$ cat config.mk
export PLATFORM = sky130hd
export DESIGN_NAME = rsfe_top
export DESIGN_NICKNAME = d
export VERILOG_FILES = /design/src/common/rsfe_pkg.sv /design/src/hdl/rsfe_buf.sv /design/src/hdl/rsfe_top.sv
export SDC_FILE = /design/constraint.sdc
export NUM_CORES = 1
export LEC_CHECK = 0
export BUFFER_PORTS_ARGS = -buffer_cell sky130_fd_sc_hd__buf_2
export CAP_MARGIN = 10
export CORE_MARGIN = 10
export CORE_UTILIZATION = 55
export DETAILED_ROUTE_END_ITERATION = 7
export MAX_ROUTING_LAYER = met4
export PLACE_DENSITY = 0.74
export SYNTH_ARGS = -nofsm -noshare
export SYNTH_HDL_FRONTEND = slang
export SYNTH_HIERARCHICAL = 1
export SYNTH_SLANG_ARGS = --single-unit
$ cat constraint.sdc
create_clock -name I_CORE_CLK -period 2.65 [get_ports I_CORE_CLK]
set_clock_uncertainty 0.1 [all_clocks]
set_input_delay 0.1325 -clock I_CORE_CLK [delete_from_list [all_inputs] [get_ports I_CORE_CLK]]
set_output_delay 0.1325 -clock I_CORE_CLK [all_outputs]
set_load 0.1 [all_outputs]
$ cat src/common/rsfe_pkg.sv
// constants shared by the remote serial front end
package rsfe_pkg;
	localparam int          DATA_BITS   = 8;
	localparam int          OVS         = 16;
	localparam logic [3:0]  OVS_LAST    = 4'hF;
	localparam logic [3:0]  OVS_MID     = 4'h7;
	localparam logic [2:0]  BIT_LAST    = 3'h7;
	localparam logic [3:0]  FRAME_LAST  = 4'h9;
	localparam int          DIV_W       = 16;
	localparam int          ADDR_W      = 5;
	localparam logic [4:0]  PBUS_BAD    = 5'h1F;
	localparam logic [7:0]  MSB_CLEAR   = 8'h7F;
	localparam logic [7:0]  PRINT_MIN   = 8'h20;
	localparam logic [7:0]  CASE_BIT    = 8'h20;
	localparam logic [7:0]  LOWER_A     = 8'h61;
	localparam logic [7:0]  LOWER_Z     = 8'h7A;
	localparam logic [7:0]  C_SET_ADDR  = 8'h02;
	localparam logic [7:0]  C_UNADDR    = 8'h03;
	localparam logic [7:0]  C_LOCK      = 8'h04;
	localparam logic [7:0]  C_ACK       = 8'h06;
	localparam logic [7:0]  C_LF        = 8'h0A;
	localparam logic [7:0]  C_XON       = 8'h11;
	localparam logic [7:0]  C_LISTEN    = 8'h12;
	localparam logic [7:0]  C_XOFF      = 8'h13;
	localparam logic [7:0]  C_TALK      = 8'h14;
	localparam logic [7:0]  C_CLEAR     = 8'h18;
	localparam logic [9:0]  TX_IDLE     = 10'h3FF;
	typedef enum logic [1:0] {RX_IDLE, RX_START, RX_DATA, RX_STOP} rsfe_rx_e;
endpackage

$ cat src/hdl/rsfe_buf.sv
// two-entry buffer between receiver and command consumer
`timescale 1ns/1ps
module rsfe_buf #(
	parameter int DW = 8
) (
	// clock and reset
	input  wire logic          i_clk,
	input  wire logic          i_arst_n,
	// fill side
	input  wire logic          i_valid,
	input  wire logic [DW-1:0] i_data,
	output logic               o_ready,
	// drain side
	output logic               o_valid,
	output logic [DW-1:0]      o_data,
	input  wire logic          i_ready
);
	logic [DW-1:0] mem_q [2];
	logic          wp_q;
	logic          rp_q;
	logic [1:0]    cnt_q;
	wire           push = i_valid & o_ready;
	wire           pop  = o_valid & i_ready;

	assign o_ready = (cnt_q != 2'h2);
	assign o_valid = (cnt_q != 2'h0);
	assign o_data  = mem_q[rp_q];

	always_ff @(posedge i_clk or negedge i_arst_n)
	begin
		if (!i_arst_n)
		begin
			wp_q     <= 1'b0;
			rp_q     <= 1'b0;
			cnt_q    <= 2'h0;
			mem_q[0] <= '0;
			mem_q[1] <= '0;
		end
		else
		begin
			if (push)
			begin
				mem_q[wp_q] <= i_data;
				wp_q        <= ~wp_q;
			end
			if (pop)
				rp_q <= ~rp_q;
			cnt_q <= cnt_q + {1'b0, push} - {1'b0, pop};
		end
	end
endmodule

$ cat src/hdl/rsfe_top.sv
// serial remote front end: receiver, addressing, flow control, sender
`timescale 1ns/1ps
module rsfe_top (
	// clock and reset
	input  wire logic                        I_CORE_CLK,
	input  wire logic                        I_ARST_N,
	// serial pins, upstream side
	input  wire logic                        I_RXD,
	output logic                             O_TXD,
	// serial pins, downstream side
	input  wire logic                        I_SECONDARY_SERIAL_IN,
	output logic                             O_SECONDARY_SERIAL_OUT,
	// stored configuration
	input  wire logic                        I_IF_SERIAL,
	input  wire logic [rsfe_pkg::ADDR_W-1:0] I_DEV_ADDR,
	input  wire logic [rsfe_pkg::DIV_W-1:0]  I_OVS_DIV,
	// front panel
	input  wire logic                        I_LOCAL_KEY,
	output logic                             O_REMOTE_INDICATOR,
	output logic                             O_KEYPAD_EN,
	output logic                             O_ADDR_OK,
	// command text stream
	output logic                             O_CMD_VALID,
	output logic [7:0]                       O_CMD_DATA,
	input  wire logic                        I_CMD_READY,
	output logic                             O_CMD_END,
	// response stream
	input  wire logic                        I_RSP_VALID,
	input  wire logic [7:0]                  I_RSP_DATA,
	output logic                             O_RSP_READY
);
	import rsfe_pkg::*;

	// upper-case fold for keyword matching
	function automatic logic [7:0] fold(input logic [7:0] c);
		if (c >= LOWER_A && c <= LOWER_Z)
			fold = c & ~CASE_BIT;
		else
			fold = c;
	endfunction

	// ----------------------------------------
	// pin synchronisers
	// ----------------------------------------
	logic [1:0] rx_sync_q;
	logic [1:0] sec_sync_q;
	logic [1:0] key_sync_q;
	logic       key_old_q;
	wire        rx_pin  = rx_sync_q[1];
	wire        sec_pin = sec_sync_q[1];
	wire        key_hit = key_sync_q[1] & ~key_old_q;

	always_ff @(posedge I_CORE_CLK or negedge I_ARST_N)
	begin
		if (!I_ARST_N)
		begin
			rx_sync_q  <= 2'h3;
			sec_sync_q <= 2'h3;
			key_sync_q <= 2'h0;
			key_old_q  <= 1'b0;
		end
		else
		begin
			rx_sync_q  <= {rx_sync_q[0], I_RXD};
			sec_sync_q <= {sec_sync_q[0], I_SECONDARY_SERIAL_IN};
			key_sync_q <= {key_sync_q[0], I_LOCAL_KEY};
			key_old_q  <= key_sync_q[1];
		end
	end

	// ----------------------------------------
	// oversampling tick
	// ----------------------------------------
	logic [DIV_W-1:0] div_q;
	wire              tick = (div_q == '0);

	always_ff @(posedge I_CORE_CLK or negedge I_ARST_N)
	begin
		if (!I_ARST_N)
			div_q <= '0;
		else if (tick)
			div_q <= I_OVS_DIV;
		else
			div_q <= div_q - 1'b1;
	end

	// ----------------------------------------
	// receiver
	// ----------------------------------------
	rsfe_rx_e   rx_st_q;
	logic [3:0] rx_cnt_q;
	logic [2:0] rx_bit_q;
	logic [7:0] rx_sh_q;
	logic       rx_done_q;
	logic [7:0] rx_byte_q;
	wire        cell_end = tick & (rx_cnt_q == OVS_LAST);

	always_ff @(posedge I_CORE_CLK or negedge I_ARST_N)
	begin
		if (!I_ARST_N)
		begin
			rx_st_q   <= RX_IDLE;
			rx_cnt_q  <= 4'h0;
			rx_bit_q  <= 3'h0;
			rx_sh_q   <= 8'h00;
			rx_done_q <= 1'b0;
			rx_byte_q <= 8'h00;
		end
		else
		begin
			rx_done_q <= 1'b0;
			if (tick)
				rx_cnt_q <= rx_cnt_q + 4'h1;
			case (rx_st_q)
				RX_IDLE:
					if (tick && !rx_pin)
					begin
						rx_st_q  <= RX_START;
						rx_cnt_q <= 4'h0;
					end
				RX_START:
					// start-bit centre; a glitch returns to idle
					if (tick && rx_cnt_q == OVS_MID)
					begin
						rx_st_q  <= rx_pin ? RX_IDLE : RX_DATA;
						rx_cnt_q <= 4'h0;
						rx_bit_q <= 3'h0;
					end
				RX_DATA:
					if (cell_end)
					begin
						rx_sh_q  <= {rx_pin, rx_sh_q[7:1]};
						rx_bit_q <= rx_bit_q + 3'h1;
						if (rx_bit_q == BIT_LAST)
							rx_st_q <= RX_STOP;
					end
				RX_STOP:
					if (cell_end)
					begin
						rx_st_q   <= RX_IDLE;
						rx_done_q <= rx_pin;
						rx_byte_q <= rx_sh_q & MSB_CLEAR;
					end
				default:
					rx_st_q <= RX_IDLE;
			endcase
		end
	end

	// ----------------------------------------
	// character decode
	// ----------------------------------------
	logic addr_en_q;
	logic locked_q;
	logic listen_q;
	logic talk_q;
	logic pend_lsn_q;
	logic pend_tlk_q;
	logic pause_q;
	logic ack_q;
	logic remote_q;

	wire rx_ok     = rx_done_q & I_IF_SERIAL;
	wire is_text   = (rx_byte_q >= PRINT_MIN);
	wire addrable  = addr_en_q & ~locked_q;
	wire pending   = addrable & (pend_lsn_q | pend_tlk_q);
	wire is_me     = (rx_byte_q[ADDR_W-1:0] == I_DEV_ADDR);
	wire lsn_match = rx_ok & addrable & pend_lsn_q & is_me;
	wire may_hear  = ~addrable | listen_q;
	wire accept    = rx_ok & ~pending & is_text & may_hear;
	wire end_seen  = rx_ok & ~pending & (rx_byte_q == C_LF) & may_hear;
	wire may_talk  = ~addrable | talk_q;
	wire [7:0] cmd_char = fold(rx_byte_q);

	// ----------------------------------------
	// addressing state
	// ----------------------------------------
	logic ack_take;
	logic talk_done;

	always_ff @(posedge I_CORE_CLK or negedge I_ARST_N)
	begin
		if (!I_ARST_N)
		begin
			addr_en_q  <= 1'b0;
			locked_q   <= 1'b0;
			listen_q   <= 1'b0;
			talk_q     <= 1'b0;
			pend_lsn_q <= 1'b0;
			pend_tlk_q <= 1'b0;
			pause_q    <= 1'b0;
		end
		else
		begin
			if (talk_done)
				talk_q <= 1'b0;
			if (rx_ok && rx_byte_q == C_XOFF)
				pause_q <= 1'b1;
			else if (rx_ok && rx_byte_q == C_XON)
				pause_q <= 1'b0;
			if (rx_ok && !addrable)
			begin
				if (rx_byte_q == C_LOCK)
					locked_q <= 1'b1;
				else if (rx_byte_q == C_SET_ADDR && !locked_q)
					addr_en_q <= 1'b1;
			end
			else if (rx_ok && pending)
			begin
				pend_lsn_q <= 1'b0;
				pend_tlk_q <= 1'b0;
				if (pend_lsn_q)
					listen_q <= is_me;
				else
					talk_q <= is_me;
			end
			else if (rx_ok)
			begin
				case (rx_byte_q)
					C_LISTEN:
					begin
						pend_lsn_q <= 1'b1;
						talk_q     <= 1'b0;
					end
					C_TALK:
					begin
						pend_tlk_q <= 1'b1;
						listen_q   <= 1'b0;
					end
					C_UNADDR, C_CLEAR:
					begin
						listen_q <= 1'b0;
						talk_q   <= 1'b0;
					end
					C_LOCK:
					begin
						locked_q <= 1'b1;
						listen_q <= 1'b0;
						talk_q   <= 1'b0;
					end
					default:
						listen_q <= listen_q;
				endcase
			end
		end
	end

	// ----------------------------------------
	// remote / local state
	// ----------------------------------------
	// setting wins over the local key; keypad follows the same next value
	wire remote_d = lsn_match | accept | (remote_q & ~key_hit);
	always_ff @(posedge I_CORE_CLK or negedge I_ARST_N)
	begin
		if (!I_ARST_N)
		begin
			remote_q    <= 1'b0;
			O_KEYPAD_EN <= 1'b1;
			ack_q       <= 1'b0;
		end
		else
		begin
			remote_q    <= remote_d;
			O_KEYPAD_EN <= ~remote_d;
			ack_q       <= lsn_match | (ack_q & ~ack_take);
		end
	end

	assign O_REMOTE_INDICATOR = remote_q;
	assign O_ADDR_OK = I_IF_SERIAL | (I_DEV_ADDR != PBUS_BAD);

	// ----------------------------------------
	// command buffer
	// ----------------------------------------
	logic buf_ready;

	rsfe_buf #(
		.DW       (DATA_BITS)
	) u_buf (
		.i_clk    (I_CORE_CLK),
		.i_arst_n (I_ARST_N),
		.i_valid  (accept),
		.i_data   (cmd_char),
		.o_ready  (buf_ready),
		.o_valid  (O_CMD_VALID),
		.o_data   (O_CMD_DATA),
		.i_ready  (I_CMD_READY)
	);

	always_ff @(posedge I_CORE_CLK or negedge I_ARST_N)
	begin
		if (!I_ARST_N)
			O_CMD_END <= 1'b0;
		else
			O_CMD_END <= end_seen;
	end

	// ----------------------------------------
	// transmitter and flow control
	// ----------------------------------------
	logic [9:0] tx_sh_q;
	logic [3:0] tx_cnt_q;
	logic [3:0] tx_bit_q;
	logic       tx_busy_q;
	logic       xoff_sent_q;
	logic       tx_lf_q;

	// xoff as soon as the buffer is full, since one more word would be lost
	wire need_xoff = ~buf_ready & ~xoff_sent_q;
	wire need_xon  = xoff_sent_q & ~O_CMD_VALID;
	wire tx_free   = ~tx_busy_q;
	wire send_ctl  = tx_free & (need_xoff | need_xon);
	wire send_ack  = tx_free & ~need_xoff & ~need_xon & ack_q;
	wire rsp_slot  = tx_free & ~need_xoff & ~need_xon & ~ack_q;
	wire rsp_go    = rsp_slot & may_talk & ~pause_q;
	wire [7:0] ctl_char = need_xoff ? C_XOFF : C_XON;
	wire [7:0] tx_char  = send_ctl ? ctl_char : (send_ack ? C_ACK : I_RSP_DATA);
	wire tx_load   = send_ctl | send_ack | (rsp_go & I_RSP_VALID);

	assign O_RSP_READY = rsp_go;
	assign ack_take    = send_ack;
	assign talk_done   = tx_busy_q & tx_lf_q & (tx_bit_q == FRAME_LAST) & tick
		& (tx_cnt_q == OVS_LAST) & addrable;

	always_ff @(posedge I_CORE_CLK or negedge I_ARST_N)
	begin
		if (!I_ARST_N)
		begin
			tx_sh_q     <= TX_IDLE;
			tx_cnt_q    <= 4'h0;
			tx_bit_q    <= 4'h0;
			tx_busy_q   <= 1'b0;
			xoff_sent_q <= 1'b0;
			tx_lf_q     <= 1'b0;
		end
		else if (tx_load)
		begin
			tx_sh_q   <= {1'b1, tx_char, 1'b0};
			tx_cnt_q  <= 4'h0;
			tx_bit_q  <= 4'h0;
			tx_busy_q <= 1'b1;
			tx_lf_q   <= ~send_ctl & ~send_ack & (I_RSP_DATA == C_LF);
			if (send_ctl)
				xoff_sent_q <= need_xoff;
		end
		else if (tx_busy_q && tick)
		begin
			tx_cnt_q <= tx_cnt_q + 4'h1;
			if (tx_cnt_q == OVS_LAST)
			begin
				tx_sh_q  <= {1'b1, tx_sh_q[9:1]};
				tx_bit_q <= tx_bit_q + 4'h1;
				if (tx_bit_q == FRAME_LAST)
					tx_busy_q <= 1'b0;
			end
		end
	end

	// ----------------------------------------
	// daisy-chain repeat
	// ----------------------------------------
	// downstream replies merge onto our line; the protocol keeps one talker
	always_ff @(posedge I_CORE_CLK or negedge I_ARST_N)
	begin
		if (!I_ARST_N)
		begin
			O_SECONDARY_SERIAL_OUT <= 1'b1;
			O_TXD                  <= 1'b1;
		end
		else
		begin
			O_SECONDARY_SERIAL_OUT <= rx_pin;
			O_TXD                  <= tx_sh_q[0] & sec_pin;
		end
	end
endmodule

# Word level (Yosys, flattened, before mapping)
# Index checks and enable logic that the tools add are counted.
[totals] reg_bits=102 latch_bits=0 ram_bits=0 romBits=0 output_inout_bits=16 elab_cells=244 memories=0
[classes] addsub=7 multipliers=0 div=0 n_lt_le_gt_ge=6 n_eq_ne=28 shift=0 mux=61 bitwise=67 n_reduce_logical=40
[op_table] operator="$mux W8" n=6
[op_table] operator="$and A1 B1 Y1" n=35
[op_table] operator="$eq A7 B5 Y1 const B" n=5
[op_table] operator="$mux W4" n=8
[op_table] operator="$mux W10" n=3
[op_table] operator="$mux W1" n=28
[op_table] operator="$reduce_bool A2 Y1" n=11
[op_table] operator="$not A1 Y1" n=20
[op_table] operator="$bwmux W16" n=1
[op_table] operator="$logic_not A16 Y1" n=1
[op_table] operator="$mux W16" n=1
[op_table] operator="$ne A2 B2 Y1 const B" n=8
[op_table] operator="$sub A16 B1 Y16 const B" n=1
[op_table] operator="$reduce_and A3 Y1" n=5
[op_table] operator="$eq A7 B2 Y1 const B" n=2
[op_table] operator="$mux W2" n=7
[op_table] operator="$add A4 B1 Y4 const B" n=3
[op_table] operator="$eq A4 B4 Y1 const B" n=3
[op_table] operator="$logic_and A1 B1 Y1" n=10
[op_table] operator="$or A1 B1 Y1" n=10
[op_table] operator="$reduce_and A2 Y1" n=5
[op_table] operator="$demux W8 S1" n=1
[op_table] operator="$eq A8 B4 Y1 const B" n=1
[op_table] operator="$pmux W2 S4" n=1
[op_table] operator="other kinds (26)" n=33

# Depth between registers and ports, before layout
[depth] depth_word=13 ltp_mapped=9

# Modules after synthesis
# The synthesis kept the hierarchy.
[by_module_without_submodules] mod="rsfe_top" instances=1 cells_each=404 area_per_inst_um2=4078.9
[by_module_without_submodules] mod="rsfe_buf" instances=1 cells_each=60 area_per_inst_um2=972.2

# Least setup slack after synthesis
# Ideal clock, no wire load.
[synth_timing] kind="flip-flop to output port" startpoint="register u_buf.cnt_q[1]" endpoint="output O_RSP_READY" t_arrival_ns=4.305 t_required_ns=2.418 setup_slack_ns=-1.888 path_stages_with_launch=5 n_path_buf=0 cell_sequence="dfrtp_1 > or2_2 > mux2i_1 > or2_2 > nor4_1"
[synth_via] word_cells_on_any_way=13
[synth_rtl] item="from (decl)" line_no="rsfe_buf.sv:21" text="logic [1:0] cnt_q;"
[synth_rtl] item="from (signal assigned)" line_no="rsfe_buf.sv:48" text="cnt_q <= cnt_q + {1'b0, push} - {1'b0, pop};"
[synth_rtl] item="$reduce_bool A2 Y1" line_no="rsfe_buf.sv:26" text="assign o_valid = (cnt_q != 2'h0);"
[synth_rtl] item="via O_CMD_VALID" line_no="rsfe_top.sv:23" text="output logic O_CMD_VALID,"
[synth_rtl] item="$not A1 Y1" line_no="rsfe_top.sv:310" text="wire need_xon = xoff_sent_q & ~O_CMD_VALID;"
[synth_rtl] item="$and A1 B1 Y1" line_no="rsfe_top.sv:310"
[synth_rtl] item="$not A1 Y1" line_no="rsfe_top.sv:314" text="wire rsp_slot = tx_free & ~need_xoff & ~need_xon & ~ack_q;"
[synth_rtl] item="$and A1 B1 Y1 (2 in a row)" line_no="rsfe_top.sv:314"
[synth_rtl] item="$and A1 B1 Y1 (2 in a row)" line_no="rsfe_top.sv:315" text="wire rsp_go = rsp_slot & may_talk & ~pause_q;"
[synth_rtl] item="to (decl)" line_no="rsfe_top.sv:30" text="output logic O_RSP_READY"
# The timed path passes the listed nets, and every way through them passes these cells.

# Worst setup path after layout
[layout_timing] startpoint="register u_buf.cnt_q[1]" endpoint="output O_RSP_READY"
[layout_via] elab_chain_len=9 word_cells_on_any_way=13
[layout_rtl] item="$ne A2 B2 Y1" line_no="rsfe_buf.sv:25" text="assign o_ready = (cnt_q != 2'h2);"
[layout_rtl] item="$not A1 Y1" line_no="rsfe_top.sv:309" text="wire need_xoff = ~buf_ready & ~xoff_sent_q;"
[layout_rtl] item="$and A1 B1 Y1" line_no="rsfe_top.sv:309"
[layout_rtl] item="$not A1 Y1" line_no="rsfe_top.sv:314"
[layout_rtl] item="$and A1 B1 Y1" line_no="rsfe_top.sv:314"
[layout_rtl] item="$and A1 B1 Y1 * (2 in a row)" line_no="rsfe_top.sv:314"
[layout_rtl] item="$and A1 B1 Y1 * (2 in a row)" line_no="rsfe_top.sv:315"
# Every way passes the cells marked *; elsewhere a longest branch is shown, timed or not.

==> flow_summary_export.csv <==
group,metric,value,unit
logic_synthesis,synth_seq_cells,101,
timing,rsz0062_at_grt,"no",
logic_synthesis,synth-edff-count,0,
critical_path,critPathMaxFanout,5,
cells_and_area,drive_gt1_frac,0.2742,
timing,setup_violations,0,
clock_network,cts_resized,0,
floorplan,die_w,115.8,um
logic_synthesis,syn_area_per_cell,10.89,um^2
global_routing,use_met3,0.04238,
worst_hold_path,min_path_type,"input pin to flop",
timing,hold_viol_final,0,
place,place_congestion,0.8746,
place,hpwl,7.575,mm
global_routing,met2_usage,0.2658,
logic_synthesis,synthDistinctLibCells,67,
critical_path,cp-start-kind,"flop",
routing,avgRoutedWirePerCell,16.27,um
global_routing,busiest_layer,"met2",
critical_path,path_class,"flop to output port",
flow_run,maxCapViolations,0,
timing,layout_min_cycle_time,2434,ps
clock_network,cts_htree_levels,3,
cells_and_area,final_net_count,588,
global_routing,grt_pass1_vias,3833,
logic_synthesis,muxShareOfSynthArea,0.1073,
logic_synthesis,synth_xor_area_frac,0.04162,
place,place_area,5438,um^2
logic_synthesis,synth_compound_area_frac,0.09438,
routing,via_per_inst,5.728,
logic_synthesis,ys_top_cells_by_area,"dfrtp_1, dfstp_2, mux2_2",
logic_synthesis,synth-adder-area-share,0.02229,
timing,max_freq,0.4108,GHz
cells_and_area,num_antenna_cells,0,
logic_synthesis,syn-cell-area,5051,um^2
clock_network,cts-root-buf,"clkbuf_8",
worst_hold_path,holdPathStages,4,
global_routing,use_met1,0.2247,
clock_network,clk_pin_slew,90,ps
logic_synthesis,synth_top_flop_cell,"dfrtp_1",
place,io_buffers,52,
critical_path,r2r_start,"div_q[0]",
timing,tightest_slew,618.7,ps
global_routing,overflow,0,
worst_hold_path,hold_start,"I_OVS_DIV[14]",
logic_synthesis,synth_top_family_by_area,"simple AND/OR/NAND/NOR gates",
critical_path,critPathCaptureType,"output port",
cells_and_area,syn_to_final_growth,16.60,%
routing,drc,0,
run_status,outcome,"complete, no violations",
pwr,vdd_drop_max,0.4195,mV
floorplan,die_area,13420,um^2
floorplan,num_rows,34,
logic_synthesis,async_flop_share,1.000,
pwr,power.leakage,0.002689,uW
cells_and_area,design_area,5889,um^2
routing,drt_iter0_drc,170,
routing,dr.pass1.iters,4,
logic_synthesis,yosysSeqAreaShare,0.5043,
logic_synthesis,syn_inst,464,
clock_network,worstSkewPairLatency,360,ps
critical_path,rrSetupSlack,240,ps
logic_synthesis,synth_largest_area_cell,"dfrtp_1",
clock_network,clock_path_buffers,2,
worst_hold_path,min_to,"div_q[14]",
timing,tns,0,ps
critical_path,crit_arrival,2200,ps
routing,wl,10.66,mm
timing,fin_crit_sh,0.9186,
floorplan,die_y,115.8,um
clock_network,cts_buffers,9,
critical_path,worstPathRequired,2420,ps
logic_synthesis,yosys.area_share.simple,0.2034,
logic_synthesis,ys_warn_count,6,
clock_network,cts_setup_buffers,0,
floorplan,ios,53,
clock_network,cts_sinks,101,
timing,finalMaxSlewViolations,0,
timing,relSlewSlack,0.5867,
logic_synthesis,synth.top_cell.area_share,0.4211,
routing,num_vias,3752,
clock_network,cts_tree,"built",
floorplan,initial_core_util,0.5708,
floorplan,core,8848,um^2
pwr,powerDensity,526.8,nW/um^2
global_routing,track_usage,0.1723,
global_routing,grt_pass1_wl,18.55,mm
critical_path,reg2reg_depth,6,
global_routing,grt_max_degree,65,
routing,drtAntennaViolNets,0,
global_routing,antenna_found_initial,0,
critical_path,r2r-end,"rx_sh_q[5]",
[layout by cell type (no fill, tap or decap), types with 10 or more instances in the layout]
master and count:
a21oi_1 18, buf_2 51, dfrtp_1 85, dfstp_2 16
dlygate4sd3_1 26, inv_1 13, mux2_2 25, mux2_4 16
nand2_1 39, nand3_1 11, nand4_1 11, nor2_1 45
nor3_1 13, o21ai_0 20, xnor2_1 14, xor2_1 10
[cell families (layout without fill, tap and decap cells)]
logic type,count (synthesis),after routing
AOI/OAI and AO/OA,74,74
xor gates and xnor gates,24,24
muxes,43,43
DFF,101,101
adders and majority gates,9,9
buffers and inverters,30,112
other,1,2
and+or+nand+nor,182,182
[worst max-delay path by stage]
stage	from	to	slack, ps	cells past startpoint
2_1_floorplan	u_buf/cnt_q[1]	O_RSP_READY	20	4
3_3_place_gp	pend_tlk_q	u_buf/mem_q[10]	380	5
3_5_place_dp	div_q[0]	rx_sh_q[2]	260	6
4_1_cts	u_buf/cnt_q[1]	O_RSP_READY	210	5
5_1_grt	u_buf/cnt_q[1]	O_RSP_READY	80	5
6_report	u_buf/cnt_q[1]	O_RSP_READY	220	5
[stage by stage]
| stage | total power [uW] | util | setup slack (ps) | hold slack, ps | instances |
|---|---|---|---|---|---|
| after floorplan | 1999 | - | 20.17 | -263.1 | 465 |
| after global placement | 2114 | 0.6145 | 379.4 | 32.49 | 613 |
| after detailed placement | 2133 | 0.6145 | 257.3 | 40.00 | 613 |
| after CTS | 3135 | 0.6656 | 207.0 | 11.47 | 655 |
| after global routing | 3262 | 0.6656 | 82.46 | 45.72 | 655 |
| final | 3103 | 0.6656 | 215.7 | 34.73 | 655 |
[cell type report]
class | instances | area, um^2
clock buffers | 11 | 131.4
clock inverters | 5 | 60.06
fillers | 704 | 2959
inverters | 13 | 48.80
multi-input cells | 334 | 2394
flip-flops and latches | 101 | 2547
well taps | 108 | 135.1
repair buffers | 83 | 573.1
[routing by layer]
layer / wire [um] / part of all wire
met1: 4897 / 0.46
met2: 5138 / 0.48
met3: 509 / 0.048
met4: 113 / 0.011
met5: 0 / 0
[report_power, final]
| group | internal (uW) | switching, uW |
|---|---|---|
| logic | 172 | 171 |
| registers | 1650 | 143 |
| clock network | 442 | 528 |
| total | 2260 | 842 |
[critical path: stages (launching register included)]
cell     delay (ps)
dfrtp_1         440
or2_4           180
mux2i_1         150
or2_2           370
nor4_4          240
buf_2           460
[flip-flops by register name, summed over array words and instances (netlist names), 2 cells and up, named ones only]
signal,count
u_buf/mem_q,16
tx_sh_q,9
rx_sync_q,2
key_sync_q,2
div_q,16
tx_cnt_q,4
tx_bit_q,4
rx_cnt_q,4
sec_sync_q,2
u_buf/cnt_q,2
rx_bit_q,3
rx_byte_q,7
rx_sh_q,8
[Yosys cell counts, drive strengths merged, types with 3 or more instances]
master and count:
a31oi 4, clkbuf 11, o21ai 20, or2 5, dfrtp 85, mux2 41, nor2b 5, or3 4
xnor2 14, inv 13, nor4b 3, a211oi 5, nand3 12, buf 6, and3 3, ha 9
and2 5, nor3 15, nand2 41, dfstp 16, nand2b 4, a2bb2oi 4, nand3b 3, nor3b 4
nor2 48, xor2 10, a21oi 18, nor4 11, nand4 12, o31ai 5
[what timing repair did]
item | 4_1_cts | 5_1_grt
hold buffers | 26 | 0
endpoints found under the setup margin | 0 | 0
endpoints found under the hold margin | 60 | 0
No activity file was read; power rests on OpenSTA's default activity.
